$ cat config.mk
export PLATFORM = sky130hd
export DESIGN_NAME = cms_supervisor
export DESIGN_NICKNAME = d
export VERILOG_FILES = /design/src/cms_pkg.sv /design/src/cms_supervisor.sv
export SDC_FILE = /design/constraint.sdc
export NUM_CORES = 1
export LEC_CHECK = 0
export ABC_AREA = 1
export BUFFER_PORTS_ARGS = -buffer_cell sky130_fd_sc_hd__buf_2
export CAP_MARGIN = 10
export CELL_PAD_IN_SITES_DETAIL_PLACEMENT = 0
export CELL_PAD_IN_SITES_GLOBAL_PLACEMENT = 2
export CORE_UTILIZATION = 24
export DETAILED_ROUTE_END_ITERATION = 16
export PLACE_DENSITY = 0.86
export SLEW_MARGIN = 0
export SYNTH_ARGS = -nofsm -noshare
export SYNTH_HDL_FRONTEND = slang
export SYNTH_SLANG_ARGS = --single-unit
$ cat constraint.sdc
create_clock -name clk_in -period 1.4 [get_ports clk_in]
set_clock_uncertainty 0.1 [all_clocks]
set_input_delay 0.07 -clock clk_in [delete_from_list [all_inputs] [get_ports clk_in]]
set_output_delay 0.07 -clock clk_in [all_outputs]
set_load 0.05 [all_outputs]
$ cat src/cms_pkg.sv
// Constants, register map and state encodings for the cipher mode supervisor.
// Assumes a single 50 MHz equipment clock and an APB master with 32-bit data.
package cms_pkg;

    localparam int unsigned ADDR_W = 12;

    localparam logic [ADDR_W-1:0] ADDR_CTRL   = 12'h000;
    localparam logic [ADDR_W-1:0] ADDR_STATUS = 12'h004;
    localparam logic [ADDR_W-1:0] ADDR_ALARM  = 12'h008;

    localparam int unsigned CTRL_MODE_LSB = 0;
    localparam int unsigned CTRL_ARST_BIT = 2;
    localparam int unsigned CTRL_ZERO_BIT = 3;
    localparam int unsigned CTRL_LAMP_BIT = 4;
    localparam int unsigned CTRL_CBC_BIT  = 5;

    localparam int unsigned STAT_ST_LSB   = 0;
    localparam int unsigned STAT_OVR_BIT  = 3;
    localparam int unsigned STAT_PAR_BIT  = 4;
    localparam int unsigned STAT_IV_BIT   = 5;
    localparam int unsigned STAT_ALM_BIT  = 6;
    localparam int unsigned STAT_LAMP_BIT = 7;
    localparam int unsigned STAT_CBC_BIT  = 8;
    localparam int unsigned STAT_MODE_LSB = 9;

    // Alarm source bits; external faults follow the fixed ones
    localparam int unsigned ASRC_DISAGREE = 0;
    localparam int unsigned ASRC_IV       = 1;
    localparam int unsigned ASRC_SELF     = 2;
    localparam int unsigned ASRC_FIXED    = 3;

    localparam int unsigned CLK_PERIOD_NS = 20;
    localparam int unsigned ZERO_TIME_NS  = 1000;
    localparam int unsigned ZERO_CYC      = (ZERO_TIME_NS + CLK_PERIOD_NS - 1) / CLK_PERIOD_NS;
    localparam int unsigned ZCNT_W        = 8;

    typedef enum logic [1:0] {
        MODE_STBY = 2'h0,
        MODE_SEC  = 2'h1,
        MODE_TEST = 2'h2,
        MODE_BYP  = 2'h3
    } cms_mode_t;

    // Gray along standby, secure, test, check, alarm
    typedef enum logic [2:0] {
        ST_STBY  = 3'h0,
        ST_SEC   = 3'h1,
        ST_TEST  = 3'h3,
        ST_CHK   = 3'h2,
        ST_ALARM = 3'h6,
        ST_BYP   = 3'h7,
        ST_ZERO  = 3'h4
    } cms_state_t;

endpackage

$ cat src/cms_supervisor.sv
// Mode and safety supervisor: gates ciphertext, selects keys, runs alarm checks.
// Assumes front-panel inputs are synchronous; the engine answers each check
// start with one chk_done_in pulse carrying chk_pass_in.
//
// The implementer's own choices: the APB register port and the address map.
module cms_supervisor
    import cms_pkg::*;
#(
    parameter int unsigned NF         = 4,
    parameter bit          SINGLE_GEN = 1'b1
) (
    input  wire logic                  clk_in,
    input  wire logic                  rst_b_in,
    input  wire logic                  psel_in,
    input  wire logic                  penable_in,
    input  wire logic                  pwrite_in,
    input  wire logic [ADDR_W-1:0]     paddr_in,
    input  wire logic [31:0]           pwdata_in,
    output logic      [31:0]           prdata_out,
    output logic                       pready_out,
    output logic                       pslverr_out,
    input  wire logic                  lock_in,
    input  wire logic                  zeroize_in,
    input  wire logic                  power_off_in,
    input  wire logic                  maint_override_in,
    input  wire logic                  key_entry_in,
    input  wire logic                  key_parity_err_in,
    input  wire logic                  key_good_in,
    input  wire logic [NF-1:0]         fault_in,
    input  wire logic                  chk_done_in,
    input  wire logic                  chk_pass_in,
    input  wire logic                  iv_load_in,
    input  wire logic                  iv_ok_a_in,
    input  wire logic                  iv_ok_b_in,
    input  wire logic                  tx_start_in,
    output logic                       ct_enable_out,
    output logic                       traffic_en_out,
    output logic                       engine_en_out,
    output logic                       key_sel_test_out,
    output logic                       bypass_out,
    output logic                       zeroize_out,
    output logic                       iv_zeroize_out,
    output logic                       key_xfer_block_out,
    output logic                       chk_start_out,
    output logic                       sbox_run_out,
    output logic [NF+ASRC_FIXED-1:0]   chk_mask_out,
    output logic                       ind_test_out,
    output logic                       ind_alarm_out,
    output logic                       ind_parity_out,
    output logic                       ind_bypass_out,
    output logic                       ind_power_out
);

    localparam int unsigned NA = NF + ASRC_FIXED;

    typedef struct packed {
        cms_state_t          st;
        cms_mode_t           mode;
        logic                lamp;
        logic                cbc;
        logic                arst;
        logic [NA-1:0]       asrc;
        logic                chk_test;
        logic                chk_start;
        logic [NA-1:0]       chk_mask;
        logic                ovr;
        logic [ZCNT_W-1:0]   zcnt;
        logic                parity;
        logic                iv_fresh;
        logic                inh_a;
        logic                inh_b;
        logic [31:0]         prdata;
    } cms_regs_t;

    cms_regs_t   s;
    cms_regs_t   next_s;
    logic [1:0]  rst_sync;
    logic        rst_n;
    logic        wr;
    logic        setup;
    logic        mapped;
    logic        zero_req;
    logic [NA-1:0] new_src;
    logic        raise;

    always_ff @(posedge clk_in or negedge rst_b_in) begin
        if (!rst_b_in) begin
            rst_sync <= 2'b00;
        end else begin
            rst_sync <= {rst_sync[0], 1'b1};
        end
    end
    assign rst_n = rst_sync[1];

    assign setup  = psel_in && !penable_in;
    assign wr     = psel_in && penable_in && pwrite_in;
    assign mapped = (paddr_in == ADDR_CTRL) || (paddr_in == ADDR_STATUS)
                    || (paddr_in == ADDR_ALARM);
    // Zero wait states: every access completes in its first access cycle
    assign pready_out  = 1'b1;
    assign pslverr_out = psel_in && penable_in && !mapped;

    // Register write bit or panel switch; neither needs the lock
    assign zero_req = zeroize_in || power_off_in
                      || (wr && paddr_in == ADDR_CTRL && pwdata_in[CTRL_ZERO_BIT]);

    always_comb begin
        new_src = '0;
        new_src[ASRC_DISAGREE] = s.inh_a != s.inh_b;
        new_src[ASRC_IV] = (s.st == ST_SEC)
                           && ((iv_load_in && (iv_ok_a_in != iv_ok_b_in))
                               || (tx_start_in && !s.iv_fresh));
        new_src[NA-1:ASRC_FIXED] = fault_in;
    end
    // Faults during a check are the exercise itself, not new alarms
    assign raise = (|new_src) && (s.st != ST_CHK) && (s.st != ST_ZERO);

    always_comb begin
        next_s           = s;
        next_s.arst      = 1'b0;
        next_s.chk_start = 1'b0;

        // Lock-gated fields take effect only with the operator lock open
        // No control register write is taken while an erase pass runs; reads are still answered
        if (wr && paddr_in == ADDR_CTRL && s.st != ST_ZERO) begin
            next_s.lamp = pwdata_in[CTRL_LAMP_BIT];
            if (lock_in) begin
                next_s.mode = cms_mode_t'(pwdata_in[CTRL_MODE_LSB +: 2]);
                next_s.arst = pwdata_in[CTRL_ARST_BIT];
                next_s.cbc  = pwdata_in[CTRL_CBC_BIT];
            end
        end

        // Set wins over clear
        if (key_parity_err_in) begin
            next_s.parity = 1'b1;
        end else if (key_good_in) begin
            next_s.parity = 1'b0;
        end
        if (tx_start_in) begin
            next_s.iv_fresh = 1'b0;
        end
        if (iv_load_in && iv_ok_a_in && iv_ok_b_in) begin
            next_s.iv_fresh = 1'b1;
        end

        if (raise) begin
            next_s.asrc = s.asrc | new_src;
        end

        if (s.st == ST_ZERO) begin
            // One whole pass; no other control is looked at meanwhile
            if (s.zcnt == ZCNT_W'(ZERO_CYC - 1)) begin
                next_s.st = ST_STBY;
            end else begin
                next_s.zcnt = s.zcnt + ZCNT_W'(1);
            end
        end else if (zero_req) begin
            next_s.st       = ST_ZERO;
            next_s.zcnt     = '0;
            next_s.iv_fresh = 1'b0;
            next_s.ovr      = 1'b0;
        end else if (raise && s.st != ST_BYP && s.st != ST_ALARM) begin
            // In alarm the sources still latch, but bypass and reset stay reachable
            next_s.st  = ST_ALARM;
            next_s.ovr = 1'b0;
        end else begin
            case (s.st)
                ST_STBY, ST_SEC: begin
                    case (s.mode)
                        MODE_STBY: next_s.st = ST_STBY;
                        MODE_SEC:  next_s.st = ST_SEC;
                        MODE_BYP:  next_s.st = ST_BYP;
                        default: begin
                            next_s.st        = ST_CHK;
                            next_s.chk_test  = 1'b1;
                            next_s.chk_start = 1'b1;
                            next_s.chk_mask  = '1;
                        end
                    endcase
                end
                ST_TEST: begin
                    next_s.ovr = maint_override_in;
                    if (s.mode != MODE_TEST) begin
                        next_s.ovr = 1'b0;
                        // Leave only once the override is already down
                        if (!s.ovr) begin
                            next_s.st = ST_STBY;
                        end
                    end
                end
                ST_CHK: begin
                    if (chk_done_in) begin
                        if (chk_pass_in) begin
                            next_s.st   = s.chk_test ? ST_TEST : ST_STBY;
                            next_s.asrc = '0;
                        end else begin
                            next_s.st = ST_ALARM;
                            next_s.asrc[ASRC_SELF] = 1'b1;
                        end
                    end
                end
                ST_ALARM: begin
                    if (s.mode == MODE_BYP) begin
                        next_s.st = ST_BYP;
                    end else if (s.arst) begin
                        next_s.st        = ST_CHK;
                        next_s.chk_test  = 1'b0;
                        next_s.chk_start = 1'b1;
                        next_s.chk_mask  = s.asrc;
                    end
                end
                ST_BYP: begin
                    if (s.mode != MODE_BYP) begin
                        next_s.st = (|s.asrc) ? ST_ALARM : ST_STBY;
                    end
                end
                default: next_s.st = ST_ZERO;
            endcase
        end

        // Two independently decoded inhibit copies, compared every cycle
        next_s.inh_a = (next_s.st == ST_TEST && !next_s.ovr)
                       || next_s.st == ST_ALARM || next_s.st == ST_CHK
                       || next_s.st == ST_STBY || next_s.st == ST_ZERO
                       || next_s.st == ST_BYP;
        next_s.inh_b = !(next_s.st == ST_SEC
                         || (next_s.st == ST_TEST && next_s.ovr));

        next_s.prdata = '0;
        if (setup) begin
            case (paddr_in)
                ADDR_CTRL: begin
                    next_s.prdata[CTRL_MODE_LSB +: 2] = s.mode;
                    next_s.prdata[CTRL_LAMP_BIT]      = s.lamp;
                    next_s.prdata[CTRL_CBC_BIT]       = s.cbc;
                end
                ADDR_STATUS: begin
                    next_s.prdata[STAT_ST_LSB +: 3]   = s.st;
                    next_s.prdata[STAT_OVR_BIT]       = s.ovr;
                    next_s.prdata[STAT_PAR_BIT]       = s.parity;
                    next_s.prdata[STAT_IV_BIT]        = s.iv_fresh;
                    next_s.prdata[STAT_ALM_BIT]       = |s.asrc;
                    next_s.prdata[STAT_LAMP_BIT]      = s.lamp;
                    next_s.prdata[STAT_CBC_BIT]       = s.cbc;
                    next_s.prdata[STAT_MODE_LSB +: 2] = s.mode;
                end
                ADDR_ALARM: next_s.prdata[NA-1:0] = s.asrc;
                default:    next_s.prdata = '0;
            endcase
        end
    end

    always_ff @(posedge clk_in or negedge rst_n) begin
        if (!rst_n) begin
            s          <= '0;
            s.st       <= ST_STBY;
            s.mode     <= MODE_STBY;
            s.inh_a    <= 1'b1;
            s.inh_b    <= 1'b1;
        end else begin
            s <= next_s;
        end
    end

    assign prdata_out = s.prdata;

    // Raw faults and key entry gate the output combinationally, not a cycle late
    assign ct_enable_out = !s.inh_a && !s.inh_b && !(|fault_in)
                           && !key_entry_in;
    assign key_sel_test_out = s.st == ST_TEST || (s.st == ST_CHK && s.chk_test);
    assign traffic_en_out   = s.st == ST_SEC && !key_sel_test_out;
    assign engine_en_out    = s.st == ST_SEC || s.st == ST_TEST || s.st == ST_CHK;
    assign bypass_out       = s.st == ST_BYP;
    assign zeroize_out      = s.st == ST_ZERO;
    assign iv_zeroize_out   = s.st == ST_ZERO && s.cbc;
    assign key_xfer_block_out = s.parity;
    assign chk_start_out    = s.chk_start;
    assign sbox_run_out     = s.chk_start && s.chk_test && SINGLE_GEN;
    assign chk_mask_out     = s.chk_mask;
    assign ind_test_out     = s.lamp || key_sel_test_out;
    assign ind_alarm_out    = s.lamp || (|s.asrc);
    assign ind_parity_out   = s.lamp || s.parity;
    assign ind_bypass_out   = s.lamp || bypass_out;
    assign ind_power_out    = s.lamp || !power_off_in;
endmodule

==> out/results.ini <==
[outcome]
status=finished with violations
failed_checks=setup timing

[clock_tree]
clockRootBuffer=clkbuf_16
clock_latency_ns=0.29
cts_tree=yes
cts-htree-levels=2
cts_sinks=50
cts_buffer_depth=2
clk_pin_slew_ns=0.07
cts_buffers=5

[placement]
place_area_mm2=0.004001
placed_cells=676
dp_hpwl_mm=6.466
gp_congestion=0.8016
port_buffers=73

[cells_and_area]
stdcell_area_mm2=0.004890
syn_to_final_growth_pct=61.96
fillCellCount=1236
stdcell_count=718
fin_nets=618
antenna_cells=0
drive_gt1_frac=0.4927
fin_util=0.4021

[die]
die-width_um=114.2
start_util=0.2483
dieArea_mm2=0.01303
coreArea_mm2=0.01216
io-pin-count=122
rows=40
dieHeight_um=114.2

[drt]
drcViolationCount=0
wl_per_cell_um=12.27
via_per_inst=4.114
routed_wl_mm=8.812
drt_iter0_drc=86
dr.pass1.iters=4
ant_nets=0
routed-via-count=2954

[critical_path]
critPathArrivalTime_ns=1.55
required_ns=1.23
path_class=register to output port
start_kind=register
crit_fanout=5
end_kind=output port

[global_routing]
grt_pass1_vias=3086
grt_max_degree=49
antenna_found_initial=0
grt_pass1_wl_mm=14.49
gr-usage-all-layers=0.1417
grt_overflow=0

[min_path]
hp-class=input port to register

[synthesis]
async_reset_ff_frac=1.000
yosysSeqAreaShare=0.4153
ys_types=37
netlist.area_leader.share=0.3978
yosys_warnings=0
synthFlopType=dfrtp_1
synth_top_cell_by_area=dfrtp_1
synth_area_leaders=dfrtp_1 (40%), nand2_1 (10%), buf_4 (9.9%), inv_1 (5.7%), nor2_1 (5.5%)
synth_edf_count=0
synth_cells=385
ys_ff_latch=50
avgSynthCellArea_um2=7.842
synth_area_mm2=0.003019

[timing]
post-route-period-util=1.232
maxSlewViolCount=0
fmax_ghz=0.5798
min_period_ns=1.725
setup_slack_ns=-0.3248
grt_setup_unrepaired=true
holdWs_ns=0.03795
setup_violations=42
final-hold-violation-count=0

[pwr]
power_leakage_nw=2.498
p_per_area_mw_per_mm2=1273
peakVddDrop_mv=0.7329

[job]
maxCapViolCount=0

==> power breakdown <==
part	total, mW	switching [mW]	internal [mW]
clock network	1.40	0.553	0.847
logic	3.08	1.64	1.44
registers	1.74	0.132	1.61
==> kinds of logic after synthesis <==
family,Yosys count,synth area share
compound gates,47,0.09573
flops,50,0.4152
fa+ha+maj,3,0.01243
mux,1,0.003730
xor+xnor,3,0.008704
other cells,2,0.002487
buf+inv,100,0.1819
simple gates,179,0.2797
==> flip-flops by register name, indices dropped and copies added, names as in the netlist <==
name and cells:
prdata_out 11, s 28, chk_start_out 1, chk_mask_out 7, key_xfer_block_out 1, rst_sync 2
==> path summary, 6_finish.rpt <==
path | from | to | slack, ns | depth (start not counted)
min in group asynchronous | rst_sync[1] | s[37] | 0.15 | 1
min reg2reg | rst_sync[1] | s[37] | 0.15 | 1
max | s[67] | ind_test_out | -0.32 | 6
max in group asynchronous | rst_b_in | rst_sync[1] | 0.55 | 3
max reg2reg | s[32] | s[57] | -0.31 | 10
min | iv_load_in | s[34] | 0.04 | 4
==> placed cells by master, fill, tap and decap left out, types with 2 or more instances in the layout <==
cell,n
buf_4,72
nand2_1,63
buf_2,61
dfrtp_1,44
inv_1,38
nor2_1,31
conb_1,23
buf_6,21
nand2_2,18
a21oi_1,18
nand3_1,16
dlygate4sd3_1,15
inv_2,9
o21ai_2,9
nor2_4,8
nand2_4,8
nor2_2,8
nand3_4,8
buf_8,6
inv_4,5
clkbuf_16,5
nand4_1,4
nand3_2,4
nor3_1,4
o21ai_1,4
dfrtp_2,4
nor3_2,3
o21ai_0,3
o211ai_1,3
o22ai_1,3
buf_12,3
nor3_4,2
o21bai_1,2
xor2_1,2
ha_1,2
dfstp_2,2
==> cell usage after synthesis (all sizes together) (2+ instances only) <==
library cell  number
a21oi             19
buf               44
conb               2
dfrtp             48
dfstp              2
ha                 3
inv               55
nand2             90
nand3             26
nand4              4
nor2              48
nor3               9
o211ai             3
o21ai             17
o21bai             2
o22ai              4
xor2               2
==> stage by stage <==
step / setup TNS (ns) / setup slack, ns / power, mW
2_1_floorplan: -3.925 / -0.2414 / 3.155
3_3_place_gp: -10.69 / -0.3632 / 4.070
6_report: -9.635 / -0.3248 / 6.222
4_1_cts: -8.889 / -0.3244 / 6.139
5_1_grt: -12.64 / -0.3906 / 6.613
3_5_place_dp: -11.38 / -0.3816 / 4.113
==> metal layers <==
layer,global-route usage,vias up,part of all wire
met5,0,-,0
met4,0.04416,0,0.017
met3,0.02329,12,0.032
met2,0.2642,67,0.52
met1,0.1644,1395,0.43
li1,-,1480,-
==> critical path, cell delays in order, from the launching register on <==
cell	delay, ns
dfrtp_2	0.44
clkinv_4	0.11
nor3_4	0.22
nand2_2	0.14
buf_6	0.15
nand3_2	0.06
buf_8	0.14
==> final cells by class <==
| type | instances | area, µm² | share of cell area |
|---|---|---|---|
| Tap cell | 168 | 210.2 | 0.04299 |
| Clock inverter | 3 | 43.79 | 0.008956 |
| Clock buffer | 5 | 125.1 | 0.02559 |
| Sequential cell | 50 | 1259 | 0.2574 |
| Multi-Input combinational cell | 258 | 1630 | 0.3334 |
| Timing Repair Buffer | 178 | 1383 | 0.2828 |
| Inverter | 56 | 239.0 | 0.04887 |
==> what timing repair did <==
action	CTS	global route
setup endpoints to repair	47	46
pin swaps	25	20
gates cloned	2	0
hold buffers	15	0
resized for setup	88	32
setup buffers	11	7
endpoints found under the hold margin	13	0
(Power assumes the default switching activity.)
